[src/common/sgms_regs.vh]
// setting identifiers, ranges, defaults and digit fields of the gain and mode switch block
`ifndef SGMS_REGS_VH
`define SGMS_REGS_VH

// ==========================================================
// setting identifiers on the write port
`define SGMS_ID_MF_SELECT 4'h0
`define SGMS_ID_MF_GAIN 4'h1
`define SGMS_ID_FWD_BIAS 4'h2
`define SGMS_ID_REV_BIAS 4'h3
`define SGMS_ID_FF_COMP 4'h4
`define SGMS_ID_OVF_LEVEL 4'h5
`define SGMS_ID_SW_SELECT 4'h6
`define SGMS_ID_TRQ_LEVEL 4'h7
`define SGMS_ID_SPD_LEVEL 4'h8
`define SGMS_ID_ACC_LEVEL 4'h9
`define SGMS_ID_DEV_LEVEL 4'hA

// ==========================================================
// ranges and reset values
`define SGMS_SEL_MIN 32'h0000_0000
`define SGMS_MF_SEL_MAX 32'h0000_0011
`define SGMS_MF_SEL_RST 32'h0000_0000
`define SGMS_GAIN_MIN 32'h0000_000A
`define SGMS_GAIN_MAX 32'h0000_4E20
`define SGMS_GAIN_RST 32'h0000_01F4
`define SGMS_PCT_MIN 32'h0000_0000
`define SGMS_PCT_MAX 32'h0000_2710
`define SGMS_PCT_RST 32'h0000_03E8
`define SGMS_OVF_MIN 32'h0000_0001
`define SGMS_OVF_MAX 32'h3FFF_FFFF
`define SGMS_OVF_RST 32'h0000_6400
`define SGMS_SW_SEL_MAX 32'h0000_0004
`define SGMS_SW_SEL_RST 32'h0000_0000
`define SGMS_TRQ_MAX 32'h0000_0320
`define SGMS_TRQ_RST 32'h0000_00C8
`define SGMS_LVL_MAX 32'h0000_2710
`define SGMS_ACC_MAX 32'h0000_7530
`define SGMS_LVL_RST 32'h0000_0000

// ==========================================================
// digit fields of the selection settings
`define SGMS_DIG0_LSB 0
`define SGMS_DIG1_LSB 4
`define SGMS_DIG_MAX_ONOFF 4'h1
`define SGMS_DIG_MAX_COND 4'h4
`define SGMS_COND_TORQUE 4'h0
`define SGMS_COND_SPEED 4'h1
`define SGMS_COND_ACCEL 4'h2
`define SGMS_COND_DEVIATION 4'h3
`define SGMS_COND_NONE 4'h4

`endif

[src/verilog/sgms_mag_cmp.v]
// magnitude of a signed quantity compared against an unsigned level
`timescale 1ns/100ps
module sgms_mag_cmp #(
  parameter W = 16,
  parameter STRICT = 0
) (
  input wire [W-1:0] i_value,
  input wire [31:0] i_level,
  output wire o_hit
);
  // ==========================================================
  // sign-extend to 33 bits so the most negative value has a true magnitude
  wire [32:0] ext = {{(33-W){i_value[W-1]}}, i_value};
  wire [32:0] neg = ~ext + 33'h000000001;
  wire [32:0] mag33 = ext[32] ? neg : ext;
  wire [32:0] lvl33 = {1'b0, i_level};
  // strict: above the level; otherwise at or above
  assign o_hit = (STRICT != 0) ? (mag33 > lvl33) : (mag33 >= lvl33);
endmodule

[src/verilog/sgms_param_reg.v]
// one range-checked setting register with a reset default
`timescale 1ns/100ps
module sgms_param_reg #(
  parameter W = 16,
  parameter [3:0] ID = 4'h0,
  parameter [31:0] MINV = 32'h0000_0000,
  parameter [31:0] MAXV = 32'h0000_FFFF,
  parameter [31:0] RSTV = 32'h0000_0000
) (
  input wire i_sys_clk,
  input wire i_resetn,
  input wire i_wr,
  input wire [3:0] i_id,
  input wire [31:0] i_data,
  input wire i_fmt_ok,
  output reg [W-1:0] o_value_q,
  output wire o_accept
);
  // ==========================================================
  // decode and range check
  wire hit = i_wr && (i_id == ID); // this setting is addressed
  wire in_range = (i_data >= MINV) && (i_data <= MAXV); // value inside the legal span
  assign o_accept = hit && in_range && i_fmt_ok;

  // ==========================================================
  // storage; a refused value leaves the old one in place
  always @(posedge i_sys_clk or negedge i_resetn) begin
    if (!i_resetn) begin
      o_value_q <= RSTV[W-1:0];
    end else if (o_accept) begin
      o_value_q <= i_data[W-1:0];
    end
  end
endmodule

[src/verilog/sgms_top.v]
// tuning settings, deviation overflow alarm and P/PI mode switch decision
`timescale 1ns/100ps
`include "sgms_regs.vh"
module sgms_top (
  input wire i_sys_clk,
  input wire i_resetn,
  input wire i_param_wr,
  input wire [3:0] i_param_id,
  input wire [31:0] i_param_data,
  input wire i_ctrl_tick,
  input wire [15:0] i_torque_ref,
  input wire [15:0] i_speed_ref,
  input wire [23:0] i_accel,
  input wire [31:0] i_pos_dev,
  input wire i_alarm_clear,
  output reg o_param_ack,
  output reg o_param_err,
  output reg o_mf_enable,
  output reg o_vib_supp_enable,
  output reg [14:0] o_mf_gain,
  output reg [13:0] o_fwd_bias,
  output reg [13:0] o_rev_bias,
  output reg [13:0] o_ff_comp,
  output reg [3:0] o_switch_cond,
  output reg o_p_only,
  output reg o_dev_overflow_alarm
);

  // ==========================================================
  // setting storage wires
  wire [15:0] mf_sel_q; // model following selection digits
  wire [14:0] gain_q; // model following gain, 0.1/s
  wire [13:0] fwd_q; // forward bias, 0.1 percent
  wire [13:0] rev_q; // reverse bias, 0.1 percent
  wire [13:0] ff_q; // speed feedforward, 0.1 percent
  wire [29:0] ovf_q; // overflow alarm level, reference units
  wire [15:0] sw_sel_q; // switching condition digits
  wire [9:0] trq_lvl_q; // torque level, percent
  wire [13:0] spd_lvl_q; // speed level
  wire [14:0] acc_lvl_q; // acceleration level
  wire [13:0] dev_lvl_q; // deviation level
  // per-setting accept strobes
  wire [10:0] accept;

  // ==========================================================
  // digit format checks for the two selection settings
  // model following: only digits 0/1 in the low two places, 2 is refused
  wire mf_fmt_ok = (i_param_data[31:8] == 24'h00_0000) &&
    (i_param_data[`SGMS_DIG1_LSB+3:`SGMS_DIG1_LSB] <= `SGMS_DIG_MAX_ONOFF) &&
    (i_param_data[`SGMS_DIG0_LSB+3:`SGMS_DIG0_LSB] <= `SGMS_DIG_MAX_ONOFF);
  // switching condition: one low digit from 0 to 4
  wire sw_fmt_ok = (i_param_data[31:4] == 28'h000_0000) &&
    (i_param_data[`SGMS_DIG0_LSB+3:`SGMS_DIG0_LSB] <= `SGMS_DIG_MAX_COND);

  // ==========================================================
  // setting registers, each written immediately when accepted
  // model following selection, reset to all off
  sgms_param_reg #(
    .W(16),
    .ID(`SGMS_ID_MF_SELECT),
    .MINV(`SGMS_SEL_MIN),
    .MAXV(`SGMS_MF_SEL_MAX),
    .RSTV(`SGMS_MF_SEL_RST)
  ) u_mf_sel (
    .i_sys_clk(i_sys_clk),
    .i_resetn(i_resetn),
    .i_wr(i_param_wr),
    .i_id(i_param_id),
    .i_data(i_param_data),
    .i_fmt_ok(mf_fmt_ok),
    .o_value_q(mf_sel_q),
    .o_accept(accept[0])
  );
  // model following gain
  sgms_param_reg #(
    .W(15),
    .ID(`SGMS_ID_MF_GAIN),
    .MINV(`SGMS_GAIN_MIN),
    .MAXV(`SGMS_GAIN_MAX),
    .RSTV(`SGMS_GAIN_RST)
  ) u_gain (
    .i_sys_clk(i_sys_clk),
    .i_resetn(i_resetn),
    .i_wr(i_param_wr),
    .i_id(i_param_id),
    .i_data(i_param_data),
    .i_fmt_ok(1'b1),
    .o_value_q(gain_q),
    .o_accept(accept[1])
  );
  // forward direction bias
  sgms_param_reg #(
    .W(14),
    .ID(`SGMS_ID_FWD_BIAS),
    .MINV(`SGMS_PCT_MIN),
    .MAXV(`SGMS_PCT_MAX),
    .RSTV(`SGMS_PCT_RST)
  ) u_fwd (
    .i_sys_clk(i_sys_clk),
    .i_resetn(i_resetn),
    .i_wr(i_param_wr),
    .i_id(i_param_id),
    .i_data(i_param_data),
    .i_fmt_ok(1'b1),
    .o_value_q(fwd_q),
    .o_accept(accept[2])
  );
  // reverse direction bias
  sgms_param_reg #(
    .W(14),
    .ID(`SGMS_ID_REV_BIAS),
    .MINV(`SGMS_PCT_MIN),
    .MAXV(`SGMS_PCT_MAX),
    .RSTV(`SGMS_PCT_RST)
  ) u_rev (
    .i_sys_clk(i_sys_clk),
    .i_resetn(i_resetn),
    .i_wr(i_param_wr),
    .i_id(i_param_id),
    .i_data(i_param_data),
    .i_fmt_ok(1'b1),
    .o_value_q(rev_q),
    .o_accept(accept[3])
  );
  // speed feedforward compensation; the 80 percent ceiling is left to the host
  sgms_param_reg #(
    .W(14),
    .ID(`SGMS_ID_FF_COMP),
    .MINV(`SGMS_PCT_MIN),
    .MAXV(`SGMS_PCT_MAX),
    .RSTV(`SGMS_PCT_RST)
  ) u_ff (
    .i_sys_clk(i_sys_clk),
    .i_resetn(i_resetn),
    .i_wr(i_param_wr),
    .i_id(i_param_id),
    .i_data(i_param_data),
    .i_fmt_ok(1'b1),
    .o_value_q(ff_q),
    .o_accept(accept[4])
  );
  // position deviation overflow level
  sgms_param_reg #(
    .W(30),
    .ID(`SGMS_ID_OVF_LEVEL),
    .MINV(`SGMS_OVF_MIN),
    .MAXV(`SGMS_OVF_MAX),
    .RSTV(`SGMS_OVF_RST)
  ) u_ovf (
    .i_sys_clk(i_sys_clk),
    .i_resetn(i_resetn),
    .i_wr(i_param_wr),
    .i_id(i_param_id),
    .i_data(i_param_data),
    .i_fmt_ok(1'b1),
    .o_value_q(ovf_q),
    .o_accept(accept[5])
  );
  // switching condition selection
  sgms_param_reg #(
    .W(16),
    .ID(`SGMS_ID_SW_SELECT),
    .MINV(`SGMS_SEL_MIN),
    .MAXV(`SGMS_SW_SEL_MAX),
    .RSTV(`SGMS_SW_SEL_RST)
  ) u_sw_sel (
    .i_sys_clk(i_sys_clk),
    .i_resetn(i_resetn),
    .i_wr(i_param_wr),
    .i_id(i_param_id),
    .i_data(i_param_data),
    .i_fmt_ok(sw_fmt_ok),
    .o_value_q(sw_sel_q),
    .o_accept(accept[6])
  );
  // torque switching level
  sgms_param_reg #(
    .W(10),
    .ID(`SGMS_ID_TRQ_LEVEL),
    .MINV(`SGMS_SEL_MIN),
    .MAXV(`SGMS_TRQ_MAX),
    .RSTV(`SGMS_TRQ_RST)
  ) u_trq (
    .i_sys_clk(i_sys_clk),
    .i_resetn(i_resetn),
    .i_wr(i_param_wr),
    .i_id(i_param_id),
    .i_data(i_param_data),
    .i_fmt_ok(1'b1),
    .o_value_q(trq_lvl_q),
    .o_accept(accept[7])
  );
  // speed reference switching level
  sgms_param_reg #(
    .W(14),
    .ID(`SGMS_ID_SPD_LEVEL),
    .MINV(`SGMS_SEL_MIN),
    .MAXV(`SGMS_LVL_MAX),
    .RSTV(`SGMS_LVL_RST)
  ) u_spd (
    .i_sys_clk(i_sys_clk),
    .i_resetn(i_resetn),
    .i_wr(i_param_wr),
    .i_id(i_param_id),
    .i_data(i_param_data),
    .i_fmt_ok(1'b1),
    .o_value_q(spd_lvl_q),
    .o_accept(accept[8])
  );
  // acceleration switching level
  sgms_param_reg #(
    .W(15),
    .ID(`SGMS_ID_ACC_LEVEL),
    .MINV(`SGMS_SEL_MIN),
    .MAXV(`SGMS_ACC_MAX),
    .RSTV(`SGMS_LVL_RST)
  ) u_acc (
    .i_sys_clk(i_sys_clk),
    .i_resetn(i_resetn),
    .i_wr(i_param_wr),
    .i_id(i_param_id),
    .i_data(i_param_data),
    .i_fmt_ok(1'b1),
    .o_value_q(acc_lvl_q),
    .o_accept(accept[9])
  );
  // position deviation switching level
  sgms_param_reg #(
    .W(14),
    .ID(`SGMS_ID_DEV_LEVEL),
    .MINV(`SGMS_SEL_MIN),
    .MAXV(`SGMS_LVL_MAX),
    .RSTV(`SGMS_LVL_RST)
  ) u_dev (
    .i_sys_clk(i_sys_clk),
    .i_resetn(i_resetn),
    .i_wr(i_param_wr),
    .i_id(i_param_id),
    .i_data(i_param_data),
    .i_fmt_ok(1'b1),
    .o_value_q(dev_lvl_q),
    .o_accept(accept[10])
  );

  // ==========================================================
  // magnitude comparators on the live control quantities
  wire trq_hit; // torque at or above its level
  wire spd_hit; // speed at or above its level
  wire acc_hit; // acceleration at or above its level
  wire dev_hit; // deviation at or above its level
  wire ovf_hit; // deviation strictly above the alarm level
  sgms_mag_cmp #(.W(16), .STRICT(0)) u_cmp_trq (
    .i_value(i_torque_ref),
    .i_level({22'h00_0000, trq_lvl_q}),
    .o_hit(trq_hit)
  );
  sgms_mag_cmp #(.W(16), .STRICT(0)) u_cmp_spd (
    .i_value(i_speed_ref),
    .i_level({18'h0_0000, spd_lvl_q}),
    .o_hit(spd_hit)
  );
  sgms_mag_cmp #(.W(24), .STRICT(0)) u_cmp_acc (
    .i_value(i_accel),
    .i_level({17'h0_0000, acc_lvl_q}),
    .o_hit(acc_hit)
  );
  sgms_mag_cmp #(.W(32), .STRICT(0)) u_cmp_dev (
    .i_value(i_pos_dev),
    .i_level({18'h0_0000, dev_lvl_q}),
    .o_hit(dev_hit)
  );
  sgms_mag_cmp #(.W(32), .STRICT(1)) u_cmp_ovf (
    .i_value(i_pos_dev),
    .i_level({2'h0, ovf_q}),
    .o_hit(ovf_hit)
  );

  // ==========================================================
  // condition selected by the low switching digit
  reg cond_hit; // selected quantity has reached its level
  always @* begin
    case (sw_sel_q[`SGMS_DIG0_LSB+3:`SGMS_DIG0_LSB])
      `SGMS_COND_TORQUE: cond_hit = trq_hit;
      `SGMS_COND_SPEED: cond_hit = spd_hit;
      `SGMS_COND_ACCEL: cond_hit = acc_hit;
      `SGMS_COND_DEVIATION: cond_hit = dev_hit;
      default: cond_hit = 1'b0; // no mode switching, stay in PI
    endcase
  end

  // ==========================================================
  // mode decision on each control cycle tick; alarm set on a tick, cleared on request in any cycle without a tick detection
  always @(posedge i_sys_clk or negedge i_resetn) begin
    if (!i_resetn) begin
      o_p_only <= 1'b0;
      o_dev_overflow_alarm <= 1'b0;
    end else begin
      // follow the condition both ways: P while it holds, PI once it lapses
      if (i_ctrl_tick) begin
        o_p_only <= cond_hit;
      end
      // sticky alarm; a detection in the clear cycle wins
      if (i_ctrl_tick && ovf_hit) begin
        o_dev_overflow_alarm <= 1'b1;
      end else if (i_alarm_clear) begin
        o_dev_overflow_alarm <= 1'b0;
      end
    end
  end

  // ==========================================================
  // write answer and registered copies of the settings
  localparam [31:0] GAIN_RST32 = `SGMS_GAIN_RST, PCT_RST32 = `SGMS_PCT_RST; // sliced at reset
  always @(posedge i_sys_clk or negedge i_resetn) begin
    if (!i_resetn) begin
      o_param_ack <= 1'b0;
      o_param_err <= 1'b0;
      o_mf_enable <= 1'b0;
      o_vib_supp_enable <= 1'b0;
      o_mf_gain <= GAIN_RST32[14:0];
      o_fwd_bias <= PCT_RST32[13:0];
      o_rev_bias <= PCT_RST32[13:0];
      o_ff_comp <= PCT_RST32[13:0];
      o_switch_cond <= `SGMS_COND_TORQUE;
    end else begin
      // one pulse per write: accepted or refused
      o_param_ack <= i_param_wr && (accept != 11'h000);
      o_param_err <= i_param_wr && (accept == 11'h000);
      o_mf_enable <= mf_sel_q[`SGMS_DIG0_LSB];
      // suppression only acts together with model following
      o_vib_supp_enable <= mf_sel_q[`SGMS_DIG1_LSB] & mf_sel_q[`SGMS_DIG0_LSB];
      o_mf_gain <= gain_q;
      o_fwd_bias <= fwd_q;
      o_rev_bias <= rev_q;
      o_ff_comp <= ff_q;
      o_switch_cond <= sw_sel_q[`SGMS_DIG0_LSB+3:`SGMS_DIG0_LSB];
    end
  end
endmodule
[config.mk]
export PLATFORM = sky130hd
export DESIGN_NAME = sgms_top
export DESIGN_NICKNAME = d
export VERILOG_FILES = /design/src/verilog/sgms_mag_cmp.v /design/src/verilog/sgms_param_reg.v /design/src/verilog/sgms_top.v
export VERILOG_INCLUDE_DIRS = /design/src /design/src/common
export SDC_FILE = /design/constraint.sdc
export NUM_CORES = 1
export LEC_CHECK = 0
export BUFFER_PORTS_ARGS = -buffer_cell sky130_fd_sc_hd__buf_2
export CORE_MARGIN = 10
export CORE_UTILIZATION = 45
export CTS_CLUSTER_DIAMETER = 60
export DETAILED_ROUTE_END_ITERATION = 10
export MAX_ROUTING_LAYER = met4
export PLACE_DENSITY = 0.73
export REMOVE_ABC_BUFFERS = 1
export SLEW_MARGIN = 40
export SYNTH_ARGS = -nofsm -noshare
export SYNTH_HDL_FRONTEND = slang
export SYNTH_SLANG_ARGS = --single-unit
[constraint.sdc]
create_clock -name i_sys_clk -period 4 [get_ports i_sys_clk]
set_clock_uncertainty 0.15 [all_clocks]
set_input_delay 0.2 -clock i_sys_clk [delete_from_list [all_inputs] [get_ports i_sys_clk]]
set_output_delay 0.2 -clock i_sys_clk [all_outputs]
set_load 0.02 [all_outputs]
==> results.toml <==
[global_routing]
global_route.usage.met3 = 0.0366
first_global_vias = 9583
pin_count_of_the_biggest_net_entering_global_routing = 106
aggregate_global_route_resource_usage = 0.194
grt.met2_usage = 0.306
met1_usage = 0.255
gr-total-overflow = 0
first_pass_grt_wire_length_um = 51100
grt.busiest_layer = "met2"
antenna_violations_before_repair = 4

[synthesis]
synth_enable_flop_cells = 0
synthTopCellsByArea = "dfrtp_1, dfstp_2, mux2_2, ha_1, xnor2_1"
synth_top_area_cell = "dfrtp_1"
synth_top_cell_area_share = 0.338
mapped_avg_cell_area_um2 = 10.7
yosys_register_bits = 213
seq_area_frac_synth = 0.458
post_synth_most_frequent_cells = "dfrtp_1, mux2_2, inv_1"
async_flop_share = 1.00
mappedNetlistArea_um2 = 11800
yosys_warnings = 0
yosys_most_used_dff = "dfrtp_1"
synth.lib_cells_used.distinct = 63
syn-instance-count = 1106
synthMostInstantiatedCell = "dfrtp_1"

[final_layout]
syn_to_final_growth_pct = 22.8
final_core_util = 0.559
layout.cells.non_filler = 1701
total_number_of_nets_in_the_final_design = 1560
drive_gt1_frac = 0.336

[sta]
fin_hold_ws_ns = 0.00293
finalCriticalPeriod_ns = 3.83
hold_violations = 0
clock.fmax_mhz = 261
timing.slew.headroom = 0.524
layout_worst_path_cycle_share = 0.958
setup_violations = 0
timing_worst_slew_pin_value_ns = 0.707
maxSlewViolCount = 0

[clocking]
ctsLongestPathBuffers = 3
ctsRootBufferMaster = "clkbuf_16"
tritoncts_num_sinks = 213
numCtsBuffers = 24
insertion_delay_ns = 0.52
clk_pin_slew_worst_paths_ns = 0.06
htreeDepth = 1
tritoncts = "built"

[place]
dp.cells = 1616
port-buffer-count = 195
routabilityCongestion = 0.913
hpwl_um = 23600

[detailed_routing]
ant_nets = 0
drt_wirelength_um = 32000
detail_route.wl_per_cell_um = 18.8
remaining_drc_errors = 0
dr_total_vias = 9434
drt_first_pass_iters = 5
initialDrtViolationCount = 767
routed_via_density = 5.55

[critical_path]
worst-path-max-fanout = 5
critical_path_required_ns = 4.23
worstPathArrival_ns = 4.07
critical_path_class = "in -> reg"
timing.critical_path.from_type = "input pin"
setup.worst_path.end_class = "register"
regToRegSetupSlack_ns = 0.81

[power_and_ir_drop]
power_density_nw_per_um2 = 364
total_leakage_power_nw = 6.77
irDropWorstVdd_mv = 0.407

[job]
max_cap_violations = 0

[min_path]
hold_path_class = "in -> async"

[floorplan]
ioPinCount = 196
rows = 59
initial_utilization = 0.455
dieWidth_um = 182
core-area_um2 = 25900
die_y_um = 182
design.die.area_um2 = 33100

[run_status]
status = "finished clean"
==> stage by stage <==
stage | setup slack, ns | instance area [µm²] | TNS [ns] | power (mW)
after floorplan | 0.438 | 11600 | 0 | 2.64
after global placement | 0.189 | 13200 | 0 | 2.95
after detailed placement | 0.0660 | 13200 | 0 | 2.97
after CTS | 0.0525 | 14400 | 0 | 5.30
after global routing | -0.0178 | 14500 | -0.0178 | 5.50
final | 0.167 | 14500 | 0 | 5.26
==> cells in the final DEF, fill, tap and decap left out, types with 4 or more instances in the layout <==
cell type	instances
dlygate4sd3_1	35
mux2i_1	5
dfrtp_1	159
nor4b_1	4
inv_1	94
buf_2	194
xnor2_1	60
a31oi_1	5
diode_2	4
or3_1	14
and4_1	5
clkbuf_8	4
nor4_1	24
clkbuf_16	24
a21o_1	22
o211ai_1	6
o21ai_0	63
or4_1	15
o31ai_1	20
dfstp_2	54
nand3_1	18
nor2_1	37
nor3_1	19
nor2b_1	9
o41ai_1	11
buf_4	20
nand2_1	87
nand4_1	25
a21oi_1	25
mux2_2	123
a211oi_1	8
or2_2	5
ha_1	86
nand2b_1	10
==> path summary, 6_finish.rpt <==
path / from / cells past startpoint / to
max: i_pos_dev[0] / 16 / o_dev_overflow_alarm
min: i_resetn / 2 / u_ovf.o_value_q[9]
max reg2reg: u_ovf.o_value_q[10] / 12 / o_dev_overflow_alarm
min reg2reg: u_gain.o_value_q[0] / 0 / o_mf_gain[0]
max in group asynchronous: i_resetn / 4 / u_trq.o_value_q[7]
min in group i_sys_clk: i_torque_ref[14] / 5 / o_p_only
==> registers in the layout, indices dropped and copies added, names as in the netlist, 15 cells and up <==
register and count:
o_mf_gain 15, u_gain.o_value_q 15, u_acc.o_value_q 15, u_ovf.o_value_q 30
==> power breakdown <==
part           switching (mW)  internal [mW]  total [mW]
clock network           0.905           1.39        2.29
logic                   0.427          0.317       0.744
registers              0.0235           2.20        2.23
==> metal layers <==
layer | part of all wire | wire [µm] | vias up
met5 | 0 | 0 | -
met4 | 0.017 | 529 | 0
met3 | 0.065 | 2070 | 39
met2 | 0.46 | 14600 | 353
met1 | 0.46 | 14800 | 4587
li1 | - | - | 4455
==> final cells by class <==
cell class / instances / area, µm²
Antenna cell: 4 / 10.0
Clock buffer: 31 / 667
Clock inverter: 13 / 175
Fill cell: 2240 / 11400
Inverter: 94 / 353
Multi-Input combinational cell: 759 / 5920
Sequential cell: 213 / 5400
Tap cell: 335 / 419
Timing Repair Buffer: 252 / 1530
==> what timing repair did <==
action,4_1_cts,5_1_grt
setup endpoints to repair,0,1
hold buffers,35,0
endpoints found under the hold margin,119,0
buffers inserted,0,1
resized for setup,0,5
==> worst max-delay path: stages <==
cell and delay, ns:
buf_2 0.12, inv_1 0.08, ha_2 0.19, or4b_4 0.49
or4_4 0.55, or4_4 0.52, nand2_1 0.10, xnor2_1 0.12
ha_1 0.26, a21o_1 0.16, a21o_1 0.18, a21oi_2 0.12
o211ai_1 0.10, a211oi_1 0.21, o21ai_0 0.10, dlygate4sd3_1 0.58
==> kinds of logic after synthesis <==
kind of cell / after synthesis / synth area share
multiplexers: 128 / 0.122
AO/OA/AOI/OAI: 186 / 0.103
adder cells (fa/ha/maj): 87 / 0.0924
XOR/XNOR: 62 / 0.0461
AND/OR/NAND/NOR: 296 / 0.135
flip-flops: 213 / 0.458
buffers and inverters: 134 / 0.0435
(Power assumes the default switching activity.)
